**config.mk**
```make
export PLATFORM = sky130hd
export DESIGN_NAME = return_address_stack
export DESIGN_NICKNAME = d
export VERILOG_FILES = /design/src/verilog/ras_pkg.sv /design/src/verilog/stack_storage.sv /design/src/verilog/shadow_regs.sv /design/src/verilog/return_address_stack.sv
export VERILOG_INCLUDE_DIRS = /design/src /design/src/verilog
export SDC_FILE = /design/constraint.sdc
export NUM_CORES = 1
export LEC_CHECK = 0
export ABC_AREA = 0
export BUFFER_PORTS_ARGS = -buffer_cell sky130_fd_sc_hd__buf_4
export CAP_MARGIN = 40
export CORE_MARGIN = 5
export CORE_UTILIZATION = 35
export DETAILED_ROUTE_END_ITERATION = 7
export PLACE_DENSITY = 0.58
export SYNTH_ARGS = -nofsm -noshare
export SYNTH_HDL_FRONTEND = slang
export SYNTH_SLANG_ARGS = --single-unit
```
**constraint.sdc**
```tcl
create_clock -name mclk -period 3.73 [get_ports mclk]
set_clock_uncertainty 0.15 [all_clocks]
set_input_delay 0.1865 -clock mclk [delete_from_list [all_inputs] [get_ports mclk]]
set_output_delay 0.1865 -clock mclk [all_outputs]
set_load 0.02 [all_outputs]
```
**src/verilog/ras_defines.svh**
```systemverilog
`ifndef RAS_DEFINES_SVH
`define RAS_DEFINES_SVH

`define RAS_PC_W 21
`define RAS_PTR_W 5
`define RAS_DEPTH 31
`define RAS_STORE_W 16
`define RAS_GAP_LO 12
`define RAS_GAP_HI 16
`define RAS_ADDR_W 4
`define RAS_DATA_W 8

`define RAS_PTR_EMPTY 5'h00
`define RAS_PTR_LAST_FREE 5'h1E
`define RAS_PTR_FULL 5'h1F
`define RAS_PTR_STEP 5'h01

`define RAS_OFS_TOP_LOW 4'h0
`define RAS_OFS_TOP_HIGH 4'h1
`define RAS_OFS_TOP_UPPER 4'h2
`define RAS_OFS_SPS 4'h3

`define RAS_SPS_FULL_BIT 7
`define RAS_SPS_UNF_BIT 6
`define RAS_SPS_RESET 8'h00

`define RAS_VEC_RESET 21'h000000
`define RAS_VEC_HIGH 21'h000008
`define RAS_VEC_LOW 21'h000018
`define RAS_PC_STEP 21'h000002

`endif

```
**src/verilog/ras_pkg.sv**
```systemverilog
`include "ras_defines.svh"

package ras_pkg;

  typedef enum logic [2:0] {
    OP_NONE,
    OP_PUSH,
    OP_CALL,
    OP_INT_HIGH,
    OP_INT_LOW,
    OP_POP,
    OP_RETURN
  } seq_op_e;

  typedef struct packed {
    seq_op_e op;
    logic fast;
    logic [`RAS_PC_W-1:0] pc;
  } seq_req_s;

  typedef struct packed {
    logic valid;
    logic [`RAS_PC_W-1:0] value;
  } pc_load_s;

  typedef struct packed {
    logic [7:0] status;
    logic [7:0] working_register;
    logic [3:0] bank_select_register;
  } core_regs_s;

  typedef struct packed {
    logic wr;
    logic rd;
    logic [`RAS_ADDR_W-1:0] addr;
    logic [`RAS_DATA_W-1:0] wdata;
  } reg_req_s;

endpackage : ras_pkg

```
**src/verilog/stack_storage.sv**
```systemverilog
`timescale 1ns/1ps
`include "ras_defines.svh"

module stack_storage (
  input wire logic mclk,
  input wire logic rstn,
  input wire logic we,
  input wire logic [`RAS_PTR_W-1:0] widx,
  input wire logic [`RAS_PC_W-1:0] wdata,
  input wire logic [`RAS_PTR_W-1:0] ridx,
  output logic [`RAS_PC_W-1:0] rdata
);

  // slot 0 is the empty marker, so no flops stand behind it
  logic [`RAS_STORE_W-1:0] mem [1:`RAS_DEPTH];

  genvar i;
  generate
    for (i = 1; i <= `RAS_DEPTH; i++) begin : g_entry
      always_ff @(posedge mclk or negedge rstn) begin
        if (!rstn) begin
          mem[i] <= '0;
        end else if (we && widx == `RAS_PTR_W'(i)) begin
          // gap bits are dropped here, never stored
          mem[i] <= {wdata[`RAS_PC_W-1:`RAS_GAP_HI+1], wdata[`RAS_GAP_LO-1:0]};
        end
      end
    end
  endgenerate

  always_comb begin
    rdata = '0;
    if (ridx != `RAS_PTR_EMPTY) begin
      rdata = {mem[ridx][`RAS_STORE_W-1:`RAS_GAP_LO], 5'h00, mem[ridx][`RAS_GAP_LO-1:0]};
    end
  end

endmodule : stack_storage

```
**src/verilog/shadow_regs.sv**
```systemverilog
`timescale 1ns/1ps
`include "ras_defines.svh"

module shadow_regs
  import ras_pkg::*;
(
  input wire logic mclk,
  input wire logic rstn,
  input wire logic capture,
  input core_regs_s current,
  output core_regs_s saved
);

  // one deep: a later capture simply overwrites
  always_ff @(posedge mclk or negedge rstn) begin
    if (!rstn) begin
      saved <= '0;
    end else if (capture) begin
      saved <= current;
    end
  end

endmodule : shadow_regs

```
**src/verilog/return_address_stack.sv**
```systemverilog
// Overview of operation
// RULE1 - 31 entries of 21 bits selected by a 5-bit pointer
// RULE2 - entry bits 12..16 are not stored and read back as zero
// RULE3 - every reset zeroes the pointer; pointer zero means empty, no entry
// RULE4 - push increments pointer first, then writes pc at new pointer
// RULE5 - return loads pc from top entry, then decrements pointer
// RULE6 - push, call, relative call and interrupt acknowledge all push
// RULE7 - returns restore pc, never touching the pc latches
// RULE8 - top entry and pointer are readable and writable by software
// RULE9 - full flag sets on 31st push; cleared only by software or power-on
// RULE10 - fault reset on: 31st push stores pc+2, sets full, resets device
// RULE11 - fault reset off: pointer reaches 31, further pushes lost
// RULE12 - pop on empty stack loads pc zero, sets underflow, pointer stays
// RULE13 - faults always set flags; device reset only when enabled
// RULE14 - status register: bit7 full, bit6 underflow, bit5 zero, 4..0 pointer
// RULE15 - push instruction stores pc, software may then overwrite top entry
// RULE16 - pop instruction only decrements, pc untouched
// RULE17 - shadow of status, working, bank regs captured on any interrupt
// RULE18 - fast return copies shadow back into the core registers
// RULE19 - high priority interrupt overwrites shadow of low priority entry
// RULE20 - fast call also loads the shadow registers
// RULE21 - reset vector 0000h, high interrupt 0008h, low interrupt 0018h
// RULE22 - software keeps interrupts off while editing the top entry
// RULE23 - writing zero to a flag clears it, writing one leaves it
`timescale 1ns/1ps
`include "ras_defines.svh"

module return_address_stack
  import ras_pkg::*;
(
  input wire logic mclk,
  input wire logic rstn,
  input wire logic dev_reset,
  input wire logic stack_fault_reset_enable,
  input seq_req_s seq_req,
  input core_regs_s core_regs,
  input reg_req_s reg_req,
  output logic [`RAS_DATA_W-1:0] rdata,
  output pc_load_s pc_load,
  output logic restore_valid,
  output core_regs_s restore_regs,
  output logic fault_reset,
  output logic stack_full_flag,
  output logic stack_underflow_flag
);

  logic [`RAS_PTR_W-1:0] stack_level_field;
  logic [`RAS_PTR_W-1:0] next_level;
  logic [`RAS_PC_W-1:0] top_entry;
  logic [`RAS_PC_W-1:0] store_data;
  logic [`RAS_PC_W-1:0] sw_merge;
  logic [`RAS_PTR_W-1:0] store_idx;
  logic store_we;
  logic is_push, is_pull, is_return, is_pop;
  logic push_ok, push_fill, underflow, fault;
  logic sw_sps_wr, sw_top_wr;
  logic shadow_capture;
  logic next_full, next_unf;
  pc_load_s next_pc_load;
  core_regs_s shadow;

  always_comb begin
    is_push = seq_req.op == OP_PUSH || seq_req.op == OP_CALL ||
              seq_req.op == OP_INT_HIGH || seq_req.op == OP_INT_LOW;
    is_return = seq_req.op == OP_RETURN;
    is_pop = seq_req.op == OP_POP;
    is_pull = is_return || is_pop;
  end

  // RULE11 pushes at 31 lost
  always_comb begin
    push_ok = is_push && stack_level_field != `RAS_PTR_FULL;
    push_fill = is_push && stack_level_field == `RAS_PTR_LAST_FREE;
  end

  // RULE12 empty pop detect
  always_comb begin
    underflow = is_pull && stack_level_field == `RAS_PTR_EMPTY;
  end

  // RULE13 reset only when enabled
  always_comb begin
    fault = stack_fault_reset_enable && (push_fill || underflow);
  end

  always_comb begin
    sw_sps_wr = reg_req.wr && reg_req.addr == `RAS_OFS_SPS;
    sw_top_wr = reg_req.wr && stack_level_field != `RAS_PTR_EMPTY &&
                (reg_req.addr == `RAS_OFS_TOP_LOW ||
                 reg_req.addr == `RAS_OFS_TOP_HIGH ||
                 reg_req.addr == `RAS_OFS_TOP_UPPER);
  end

  // RULE8 byte merge into top entry
  always_comb begin
    sw_merge = top_entry;
    unique case (reg_req.addr)
      `RAS_OFS_TOP_LOW: sw_merge[7:0] = reg_req.wdata;
      `RAS_OFS_TOP_HIGH: sw_merge[15:8] = reg_req.wdata;
      `RAS_OFS_TOP_UPPER: sw_merge[20:16] = reg_req.wdata[4:0];
      default: sw_merge = top_entry;
    endcase
  end

  // sequencer owns the write port; software edits only in idle cycles
  always_comb begin
    store_we = 1'b0;
    store_idx = stack_level_field;
    store_data = sw_merge;
    if (!dev_reset && push_ok) begin
      // RULE4 write at incremented pointer
      store_we = 1'b1;
      store_idx = stack_level_field + `RAS_PTR_STEP;
      // RULE10 last push stores pc plus two
      store_data = (fault) ? seq_req.pc + `RAS_PC_STEP : seq_req.pc;
    end else if (!dev_reset && seq_req.op == OP_NONE && sw_top_wr) begin
      // RULE15 software overwrite of top
      store_we = 1'b1;
    end
  end

  // RULE1 entry storage
  stack_storage u_storage (
    .mclk(mclk),
    .rstn(rstn),
    .we(store_we),
    .widx(store_idx),
    .wdata(store_data),
    .ridx(stack_level_field),
    .rdata(top_entry)
  );

  always_comb begin
    next_level = stack_level_field;
    if (dev_reset || fault) begin
      // RULE3 pointer back to empty
      next_level = `RAS_PTR_EMPTY;
    end else if (push_ok) begin
      // RULE6 every push source increments
      next_level = stack_level_field + `RAS_PTR_STEP;
    end else if (is_pull && !underflow) begin
      // RULE5 decrement after top read
      next_level = stack_level_field - `RAS_PTR_STEP;
    end else if (sw_sps_wr && seq_req.op == OP_NONE) begin
      // RULE22 relies on quiet sequencer
      next_level = reg_req.wdata[`RAS_PTR_W-1:0];
    end
  end

  always_ff @(posedge mclk or negedge rstn) begin
    if (!rstn) begin
      stack_level_field <= `RAS_PTR_EMPTY;
    end else begin
      stack_level_field <= next_level;
    end
  end

  // RULE23 zero clears, set wins
  always_comb begin
    next_full = stack_full_flag &&
                !(sw_sps_wr && !reg_req.wdata[`RAS_SPS_FULL_BIT]);
    next_unf = stack_underflow_flag &&
               !(sw_sps_wr && !reg_req.wdata[`RAS_SPS_UNF_BIT]);
  end

  // RULE9 flags survive device resets, power-on only
  always_ff @(posedge mclk or negedge rstn) begin
    if (!rstn) begin
      stack_full_flag <= 1'b0;
      stack_underflow_flag <= 1'b0;
    end else begin
      stack_full_flag <= next_full || (!dev_reset && push_fill);
      stack_underflow_flag <= next_unf || (!dev_reset && underflow);
    end
  end

  always_ff @(posedge mclk or negedge rstn) begin
    if (!rstn) begin
      fault_reset <= 1'b0;
    end else begin
      fault_reset <= !dev_reset && fault;
    end
  end

  // RULE21 vector selection
  always_comb begin
    next_pc_load = '0;
    if (dev_reset || fault) begin
      next_pc_load = '{valid: 1'b1, value: `RAS_VEC_RESET};
    end else if (seq_req.op == OP_INT_HIGH) begin
      next_pc_load = '{valid: 1'b1, value: `RAS_VEC_HIGH};
    end else if (seq_req.op == OP_INT_LOW) begin
      next_pc_load = '{valid: 1'b1, value: `RAS_VEC_LOW};
    end else if (is_return) begin
      // RULE7 only pc; latches are never written here
      next_pc_load = '{valid: 1'b1, value: (underflow) ? `RAS_VEC_RESET : top_entry};
    end
    // RULE16 pop instruction leaves pc alone
  end

  // held at reset vector while reset is asserted
  always_ff @(posedge mclk or negedge rstn) begin
    if (!rstn) begin
      pc_load <= '{valid: 1'b1, value: `RAS_VEC_RESET};
    end else begin
      pc_load <= next_pc_load;
    end
  end

  // RULE17 capture on either interrupt
  // RULE19 high priority overwrites
  // RULE20 fast call captures too
  always_comb begin
    shadow_capture = !dev_reset && !fault &&
                     (seq_req.op == OP_INT_HIGH || seq_req.op == OP_INT_LOW ||
                      (seq_req.op == OP_CALL && seq_req.fast));
  end

  shadow_regs u_shadow (
    .mclk(mclk),
    .rstn(rstn),
    .capture(shadow_capture),
    .current(core_regs),
    .saved(shadow)
  );

  // RULE18 fast return restore
  always_ff @(posedge mclk or negedge rstn) begin
    if (!rstn) begin
      restore_valid <= 1'b0;
      restore_regs <= '0;
    end else begin
      restore_valid <= !dev_reset && !fault && is_return && seq_req.fast;
      restore_regs <= shadow;
    end
  end

  // RULE14 status layout and reads
  // RULE2 gap bits read zero
  always_ff @(posedge mclk or negedge rstn) begin
    if (!rstn) begin
      rdata <= `RAS_SPS_RESET;
    end else if (reg_req.rd) begin
      unique case (reg_req.addr)
        `RAS_OFS_TOP_LOW: rdata <= top_entry[7:0];
        `RAS_OFS_TOP_HIGH: rdata <= top_entry[15:8];
        `RAS_OFS_TOP_UPPER: rdata <= {3'h0, top_entry[20:16]};
        `RAS_OFS_SPS: rdata <= {stack_full_flag, stack_underflow_flag, 1'b0,
                                stack_level_field};
        default: rdata <= '0;
      endcase
    end else begin
      rdata <= '0;
    end
  end
endmodule : return_address_stack

```
# ---- Word level (Yosys, flattened, before mapping)
# Index checks and enable logic that the tools add are counted.
dict set report word_totals {
  memories 0
  romBits 0
  latchBits 0
  output_inout_bits 54
  ff_bits 575
  ramBits 0
}
dict set report op_classes {
  shift 0
  multipliers 0
  n_addsub 3
  magnitude_cmp 1
  bitwise_logic 1
  n_div 0
  mux 23
  eq_ne 42
  reduce_logical 79
}
# operator n
set ops {}
lappend ops {{22-bit two-way mux} 4}
lappend ops {{5-bit == test (second input constant)} 17}
lappend ops {{21-bit two-way mux} 4}
lappend ops {{16-bit binary-select mux with 5-bit select} 1}
lappend ops {{1-bit logical AND} 55}
lappend ops {{5-bit by 4-bit == test with 1-bit output (second input constant)} 8}
lappend ops {{16-bit two-way mux} 2}
lappend ops {{8-bit one-hot mux with 4 select lines} 1}
lappend ops {{5-bit two-way mux} 6}
lappend ops {{8-bit two-way mux} 3}
lappend ops {{21-bit by 2-bit adder with 21-bit output (second input constant)} 1}
lappend ops {{5-bit by 3-bit == test with 1-bit output (second input constant)} 4}
lappend ops {{1-bit logical OR} 12}
lappend ops {{5-bit by 2-bit == test with 1-bit output (second input constant)} 2}
lappend ops {{3-bit == test (second input constant)} 3}
lappend ops {{4-bit by 2-bit == test with 1-bit output (second input constant)} 2}
lappend ops {{1-bit zero test} 7}
lappend ops {{3-bit by 2-bit == test with 1-bit output (second input constant)} 2}
lappend ops {{6-bit >= comparator (second input constant)} 1}
lappend ops {{5-bit NOT with 6-bit output} 1}
lappend ops {{5-bit by 1-bit adder with 5-bit output (second input constant)} 1}
lappend ops {{5-bit by 1-bit == test with 1-bit output (second input constant)} 1}
lappend ops {{5-bit zero test} 1}
lappend ops {{5-bit inequality test (second input constant)} 1}
lappend ops {{other kinds (8)} 9}

# ---- Logic depth before layout (Yosys ltp)
# Gate-level depths: netlist of run 1.
dict set report depth {
  depth_word 11
  mapped_depth 16
  mapped_depth_nobuf 9
}

# ---- By module
# A second synthesis of run 1 with hierarchy kept.
dict set report unflattened {
  cells_unflattened 2027
  area_unflattened_um2 27151.0
}
# module cells_each area_per_inst_um2 n_inst seq_area_each_um2
set modules_own_cells {}
lappend modules_own_cells {stack_storage 1607 22829.4 1 12411.9}
lappend modules_own_cells {return_address_stack 378 3498.4 1 1477.7}
lappend modules_own_cells {shadow_regs 42 823.3 1 500.5}

# ---- Worst setup path before layout of run 1
# OpenSTA, ideal clock, no wires.
dict set report synth_timing {
  kind {reg-to-reg}
  startpoint {register stack_level_field[1]}
  endpoint {register u_storage.mem[175] in the netlist's numbering}
  path_stages_with_launch 16
  arrival_time_ns 3.527
  synth_period_minus_slack_ns 3.773
  setup_time_ns 0.095
  required_ns 3.485
  setup_slack_ns -0.043
  n_path_buf 7
  cell_sequence {dfrtp_1 buf_4 buf_6 buf_6 buf_6 buf_6 inv_1 ha_1 nor4b_4 o2111ai_4 and3_4 buf_6 or4_1 a32o_2 buf_6 o31ai_1}
}
dict set report synth_via {
  elab_chain_len 7
}
# element line
set synth_lines {}
lappend synth_lines {{start: declaration} return_address_stack.sv:47} ;# logic [`RAS_PTR_W-1:0] stack_level_field;
lappend synth_lines {{start signal: assignment} return_address_stack.sv:152} ;# stack_level_field <= `RAS_PTR_EMPTY;
lappend synth_lines {{start signal: assignment} return_address_stack.sv:154} ;# stack_level_field <= next_level;
lappend synth_lines {{5-bit NOT with 6-bit output (implied by the code) / 5-bit nonzero test (equally long branches)} --}
lappend synth_lines {{16-bit binary-select mux with 5-bit select / 1-bit logical AND (equally long branches)} --}
lappend synth_lines {{16-bit two-way mux (implied by the code) / 1-bit logical AND (equally long branches)} {stack_storage.sv:34, return_address_stack.sv:88}}
lappend synth_lines {{16-bit two-way mux (implied by the code) / 1-bit logical AND (equally long branches)} {stack_storage.sv:34, return_address_stack.sv:116}}
lappend synth_lines {{21-bit two-way mux / 1-bit two-way mux (equally long branches)} {stack_storage.sv:33, return_address_stack.sv:116}}
lappend synth_lines {{5-bit two-way mux / 1-bit two-way mux (equally long branches)} {return_address_stack.sv:97, return_address_stack.sv:110}}
lappend synth_lines {{21-bit two-way mux / 1-bit logical AND (equally long branches)} {return_address_stack.sv:110, stack_storage.sv:23}}
lappend synth_lines {{end signal: indexed assignment} stack_storage.sv:25} ;# mem[i] <= {wdata[`RAS_PC_W-1:`RAS_GAP_HI+1], wdata[`RAS_GAP_LO-1:0]};
lappend synth_lines {{end: declaration} stack_storage.sv:15} ;# logic [`RAS_STORE_W-1:0] mem [1:`RAS_DEPTH];
# Parallel ways exist; a longest one is shown, timed or not. The select of a mux whose other input is x is not followed.
# A chain may end at the register's enable or synchronous reset.

# ---- Worst setup path after layout of run 1
dict set report layout_timing {
  startpoint {register stack_level_field[1]}
  endpoint {register rdata[2]}
}
dict set report layout_via {
  elab_chain_len 7
}
# element line
set layout_lines {}
lappend layout_lines {{5-bit NOT with 6-bit output (implied by the code)} stack_storage.sv:34} ;# rdata = {mem[ridx][`RAS_STORE_W-1:`RAS_GAP_LO], 5'h00, mem[ridx][`RAS_GAP_LO-1:0]};
lappend layout_lines {{16-bit binary-select mux with 5-bit select} stack_storage.sv:34}
lappend layout_lines {{16-bit two-way mux (implied by the code) (2 in a row)} stack_storage.sv:34}
lappend layout_lines {{21-bit two-way mux *} stack_storage.sv:33} ;# if (ridx != `RAS_PTR_EMPTY) begin
lappend layout_lines {{8-bit one-hot mux with 4 select lines *} return_address_stack.sv:244} ;# unique case (reg_req.addr)
lappend layout_lines {{8-bit two-way mux *} return_address_stack.sv:243} ;# end else if (reg_req.rd) begin
lappend layout_lines {{end signal: assignment} return_address_stack.sv:242} ;# rdata <= `RAS_SPS_RESET;
lappend layout_lines {{end signal: assignment} return_address_stack.sv:245} ;# `RAS_OFS_TOP_LOW: rdata <= top_entry[7:0];
lappend layout_lines {{end signal: assignment} return_address_stack.sv:246} ;# `RAS_OFS_TOP_HIGH: rdata <= top_entry[15:8];
lappend layout_lines {{end: declaration} return_address_stack.sv:38} ;# output logic [`RAS_DATA_W-1:0] rdata,
# Mark *: on every way between the ends. The rest lies on a longest branch, timed or not. The select of a mux whose other input is x is not followed.

==> qor.yml, run 1 <==
grt_usage: 0.198
cp.required_ps: 4090
final_nets: 2878
p_comb_frac: 0.238
yosysMostFrequentCell: "dfrtp_1"
min_period_over_period: 0.966
first_pass_iters: 6
pwr-share-seq: 0.427
peakVddDrop_uv: 381
cts_tree: "built"
vias: 22000
synth_top_area_share: 0.520
core_area_um2: 77500
start_util: 0.353
worstSkewPairLatency_ps: 630
cts_buffers: 58
overflow: 0
fin_area_um2: 32700
cts.sinks: 570
num_antenna_cells: 0
finalSetupViolations: 0
synth-adder-area-share: 0.00274
hold_path.class: "input port to async pin"
cts_setup_buffers: 0
row_count: 102
synth_xor_area_frac: 0.00128
fin_util: 0.422
cp.arrival_ps: 3960
worstMarginPinSlew_ps: 950
dp_hpwl_um: 56200
synthTopCellsByArea: "dfrtp_1, mux2i_1, o31ai_1"
worst-path-stages: 8
slew-limit-headroom: 0.367
power.density_nw_per_um2: 564
instances_no_fill: 3897
synthArstFlopShare: 1.00
syn_inst: 2686
endpoint_kind: "flip-flop"
grt_pass1_vias: 21900
p_sw_frac: 0.310
grt_first_pass_wirelength_um: 131000
synth_cell_types: 75
worst_setup_path_start_kind: "flip-flop"
ys.flop_type: "dfrtp_1"
yosys.area_share.simple: 0.125
grt_max_degree: 108
synth_edf_count: 0
p_int_mw: 12.7
slowest_stage: "dlygate4sd3_1"
cp_num_buf_inv: 2
ant_nets: 0
cap_violations: 0
fp.dieArea_um2: 83900
muxShareOfSynthArea: 0.105
synth_common_cells: "dfrtp_1, nand2_1, o31ai_1"
postPlaceCellArea_um2: 30100
synth_compound_area_frac: 0.201
dpl.cell_count: 3739
htreeDepth: 2
syn_to_final_growth_pct: 19.5
holdWs_ps: 43.8
syn_area_um2: 27400
synth_top_family_by_area: "compound AO/OA/AOI/OAI gates"
crit_family: "buffers and inverters"
power_frac_clock: 0.335
switchingPower_mw: 5.71
synth_top_area_cell: "dfrtp_1"
cts-root-buf: "clkbuf_16"
die_x_um: 290
io_buffers: 111
via_per_inst: 5.65
r2r_cells: 8
slowest_delay_ps: 570
worstSetupPathType: "flip-flop to flip-flop"
fp.dieH_um: 290
ys_seq_elements: 570
wl_per_cell_um: 21.9
syn_avg_cell_area_um2: 10.2
total_power_mw: 18.4
cts_buffer_depth: 3
crit_fanout: 107
antenna_found_initial: 0
clkTransAtPathRegs_ps: 70
period_minus_slack_ps: 3600
drive_gt1_frac: 0.170
drt_iter0_drc: 2133
rsz0062_at_grt: "yes"
p_leak_nw: 13.6
synth-seq-area-share: 0.521
ios: 117
wirelength_um: 85400
crit_path_cell_trace: "buf_16 -> mux2_2 -> a221oi_1 -> or3_1 -> nand4_1 -> a32oi_2 -> a21oi_1 -> dlygate4sd3_1"
drc: 0
status: "finished, final reports clean"
hold_viol: 0
maxSlewViolCount: 0
fmax_ghz: 0.278
ys.warnings.count: 0
gp_congestion: 0.911
[worst paths after layout]
path	start	to	slack [ps]
setup / recovery	stack_level_field[1]$_DFFE_PN0P_	rdata[2]$_DFF_PN0_	130
hold / removal	rstn	u_storage.mem[37]$_DFFE_PN0P_	40
setup reg to reg	stack_level_field[1]$_DFFE_PN0P_	rdata[2]$_DFF_PN0_	130
hold reg to reg	u_shadow.saved[5]$_DFFE_PN0P_	restore_regs[5]$_DFF_PN0_	220
max in group asynchronous	rstn	restore_regs[10]$_DFF_PN0_	2320
min in group mclk	seq_req[6]	u_storage.mem[470]$_DFFE_PN0P_	40
[power groups by stage]
stage | sequential (mW) | clock, mW | combinational (mW)
final | 7.87 | 6.18 | 4.39
after global routing | 7.99 | 6.55 | 4.78
after CTS | 7.86 | 6.29 | 4.38
after detailed placement | 7.96 | 0 | 4.31
after global placement | 7.88 | 0 | 4.19
after floorplan | 7.86 | 0 | 2.72
[cells by family after synthesis]
kind of cell	after synthesis
compound gates	786
xor+xnor	4
fa+ha+maj	6
buf+inv	262
flops	570
mux	259
other cells	1
simple gates	798
[state kept, by name (all words and copies together), names as in the netlist]
signal / cells
restore_valid: 1
restore_regs: 20
fault_reset: 1
u_shadow.saved: 20
u_storage.mem: 496
stack_level_field: 5
pc_load: 17
rdata: 8
stack_full_flag: 1
stack_underflow_flag: 1
[routing by layer]
layer | track usage | vias up | share of wire
li1 | - | 10100 | -
met2 | 0.328 | 759 | 0.48
met5 | 0 | - | 0
met3 | 0.0263 | 144 | 0.058
met1 | 0.273 | 11000 | 0.44
met4 | 0.0612 | 0 | 0.028
[placed cells by master (no fill, tap or decap), types with 49 or more instances in the layout]
| cell | count |
|---|---|
| o31ai_1 | 244 |
| dfrtp_1 | 566 |
| nand3_1 | 57 |
| buf_4 | 220 |
| mux2i_1 | 200 |
| nand2_1 | 430 |
| clkbuf_16 | 60 |
| o21ai_0 | 142 |
| dlygate4sd3_1 | 49 |
| a22oi_1 | 92 |
| nor2_1 | 185 |
| a31oi_1 | 129 |
[worst register-to-register path: stages, from the launching register on]
cell and delay, ps:
dfrtp_4 470, buf_16 520, mux2_2 500, a221oi_1 240
or3_1 140, nand4_1 390, a32oi_2 400, a21oi_1 100
dlygate4sd3_1 570
[through the flow]
stage | TNS [ps] | setup WS (ps)
floorplan | 0 | 21.1
global placement | 0 | 196
detailed placement | 0 | 231
CTS | 0 | 109
global route | -7.99 | -7.99
finish | 0 | 127
[cell type report]
type	count	area (µm²)
Clock buffer	88	1800
Clock inverter	20	265
Fill cell	7362	44800
Inverter	10	37.5
Multi-Input combinational cell	1858	12100
Sequential cell	570	14300
Tap cell	1040	1300
Timing Repair Buffer	311	2930
[what timing repair did]
action	CTS	global route
gates resized for setup	0	5
hold endpoints to repair	134	0
hold buffers	49	0
setup endpoints to repair	0	21
Power figures use the tool's default switching activity.
==> inputs of run 2 (changes only) <==
- ABC_AREA: 0 -> unset
- PLACE_DENSITY: 0.58 -> 0.56
- clock period: 3.73 -> 3.6 ns (I/O delays scaled with it)
==> run 2 against run 1 <==
Against the previous run:
- critical endpoint is now rdata[5]$_DFF_PN0_
- critical path depth increased by 1
- die area stayed put
- sequential power grew 3.3%
- via count up 0.69%
- non-clock buffer count is 13 higher
- largest cell class unchanged
- combinational power rose by 7.7%
- final cell count is 0.10% higher
- final area about the same
- largest power group unchanged
- flip-flop and latch count is the same
==> qor.yml, run 2 (synthesis results as in run 1) <==
status: "finished, final reports clean"
final_nets: 2891  # +0.45%
hold_path.class: "input port to async pin"
drive_gt1_frac: 0.173  # +0.00256
switchingPower_mw: 5.95  # +4.2%
p_sw_frac: 0.313  # +0.00381
dp_hpwl_um: 57300  # +1.9%
io_buffers: 111  # unchanged
worstMarginPinSlew_ps: 952  # +2.33 ps
wl_met3_um: 5550  # +12%
overflow: 0  # unchanged
largest_registers: "u_storage.mem (496), restore_regs (20), u_shadow.saved (20)"
r2r_start: "stack_level_field[1]$_DFFE_PN0P_"
grt_max_degree: 104  # -3.7%
min_period_over_period: 0.953  # -0.0126
p_int_mw: 13.0  # +2.3%
worstSetupPathType: "flip-flop to flip-flop"
top_register: "u_storage.mem"
maxSlewViolCount: 0  # unchanged
ios: 117  # unchanged
row_count: 102  # unchanged
rsz0062_at_grt: "no"
fillerInstances: 7436  # +1.0%
final_common_cell: "dfrtp_1"
worstSetupEndpoint: "rdata[5]$_DFF_PN0_"
antenna_found_initial: 1  # +1
crit_family: "buffers and inverters"
worst_setup_path_start_kind: "flip-flop"
via_per_inst: 5.68  # +0.59%
holdWs_ps: 63.4  # +19.6 ps
gp_congestion: 0.900  # -1.2%
dpl.cell_count: 3754  # +0.40%
pwr-share-seq: 0.429  # +0.002
total_power_mw: 19.0  # +2.9%
worstSkewPairLatency_ps: 630  # about the same
instances_no_fill: 3901  # +0.10%
wirelength_um: 87500  # +2.4%
period_minus_slack_ps: 3430  # -171 ps
crit_path_cell_trace: "buf_12 -> buf_16 -> mux4_2 -> nor2_1 -> or3_1 -> and4_1 -> buf_4 -> nor4_1 -> dlygate4sd3_1"
fp.dieArea_um2: 83900  # unchanged
cts_tree: "built"
fp.dieH_um: 290  # unchanged
htreeDepth: 2  # unchanged
worst_r2r_endpoint: "rdata[5]$_DFF_PN0_"
wl_per_cell_um: 22.4  # +2.3%
largest_reg_flops: 496  # unchanged
multiInputGateArea_um2: 12100  # +0.19%
p_comb_frac: 0.250  # +0.012
first_pass_iters: 5  # -1
ant_nets: 0  # unchanged
drt_iter0_drc: 1863  # -13%
drc: 0  # unchanged
num_antenna_cells: 0  # unchanged
top_layer: "met4"
crit_fanout: 85  # -21%
regArea_um2: 14300  # unchanged
met1_length_um: 38700  # +3.6%
syn_to_final_growth_pct: 19.5  # about the same
fmax_ghz: 0.291  # +5.0%
vias: 22200  # +0.69%
die_x_um: 290  # unchanged
cts-root-buf: "clkbuf_16"
cp.arrival_ps: 3780  # -180 ps
cts_buffers: 58  # unchanged
cts.sinks: 570  # unchanged
grt_first_pass_wirelength_um: 134000  # +2.2%
slowest_stage: "mux4_2"
hold_viol: 0  # unchanged
regToRegSetupSlack_ps: 170  # +40 ps
cts_buffer_depth: 3  # unchanged
dr_wl_met2_um: 40500  # -0.43%
cp_num_buf_inv: 4  # +2
power.density_nw_per_um2: 580  # +2.9%
r2r_cells: 9  # +1
clkTransAtPathRegs_ps: 60  # about the same
finalSetupViolations: 0  # unchanged
grt_usage: 0.204  # +0.00549
worst_slack_ps: 168  # +40.9 ps
cp.required_ps: 3950  # -140 ps
startpoint: "stack_level_field[1]$_DFFE_PN0P_"
p_leak_nw: 13.6  # -0.19%
power_frac_clock: 0.322  # -0.013
worst-path-stages: 9  # +1
pre_cts_slack_ps: 43.3  # -188 ps
peakVddDrop_uv: 404  # +5.9%
endpoint_kind: "flip-flop"
grt_pass1_vias: 21900  # +0.091%
start_util: 0.353  # unchanged
layout_common_cells: "dfrtp_1, nand2_1, o31ai_1"
cap_violations: 0  # unchanged
core_area_um2: 77500  # unchanged
slew-limit-headroom: 0.361  # -0.00538
slowest_delay_ps: 600  # +30 ps
-- run 2: cell count changes in the layout (fill, tap and decap cells not counted), sizes merged --
cell         before  now
dlygate4sd3      49   45
buf             262  278
clkbuf           88   82
clkinvlp          3    2
clkinv           11   10
-- run 2: power by group through the flow --
stage	logic, mW	clock network, mW	registers (mW)
3_3_place_gp	4.57	0	8.17
6_report	4.73	6.10	8.13
2_1_floorplan	2.83	0	8.14
5_1_grt	5.15	6.48	8.25
4_1_cts	4.72	6.24	8.12
3_5_place_dp	4.65	0	8.24
-- run 2: layer usage --
layer | GRT usage | vias to the layer above
met2 | 0.324 | 742
li1 | - | 10200
met3 | 0.0339 | 150
met1 | 0.286 | 11100
met5 | 0 | -
met4 | 0.0662 | 0
-- run 2: stage by stage --
step | setup TNS [ps] | utilization | instance area [µm²]
2_1_floorplan | -1480 | - | 27400
3_3_place_gp | 0 | 0.391 | 30300
3_5_place_dp | 0 | 0.391 | 30300
4_1_cts | 0 | 0.422 | 32700
5_1_grt | 0 | 0.422 | 32700
6_report | 0 | 0.422 | 32700
-- run 2: worst min-delay path by stage --
stage / startpoint / end / slack, ps / cells past startpoint
detailed placement: rstn / u_storage.mem[5]$_DFFE_PN0P_ / 130 / 1
finish: rstn / u_storage.mem[236]$_DFFE_PN0P_ / 60 / 2
floorplan: rstn / fault_reset$_DFF_PN0_ / -270 / 0
CTS: seq_req[19] / u_storage.mem[350]$_DFFE_PN0P_ / 30 / 5
global placement: rstn / u_storage.mem[14]$_DFFE_PN0P_ / 120 / 1
global route: seq_req[19] / u_storage.mem[350]$_DFFE_PN0P_ / 60 / 5
-- run 2: final cells by class --
| cell class | instances | area share |
|---|---|---|
| Sequential cell | 570 | 0.436 |
| Timing Repair Buffer | 324 | 0.0934 |
| Inverter | 10 | 0.00122 |
| Tap cell | 1040 | 0.0398 |
| Clock buffer | 81 | 0.0507 |
| Multi-Input combinational cell | 1858 | 0.371 |
| Clock inverter | 18 | 0.00773 |
-- run 2: worst reg2reg max path, cell delays in order (launching register included) --
cell and delay [ps]:
dfrtp_4 430, buf_12 300, buf_16 490, mux4_2 640
nor2_1 120, or3_1 110, and4_1 330, buf_4 170
nor4_1 40, dlygate4sd3_1 560
-- run 2: timing repair --
| action | in CTS | in global routing |
|---|---|---|
| gates resized for setup | 0 | 4 |
| endpoints found under the hold margin | 226 | 0 |
| endpoints found under the setup margin | 3 | 81 |
| hold buffers | 45 | 0 |
| buffers inserted | 0 | 1 |
| pin swaps | 1 | 1 |
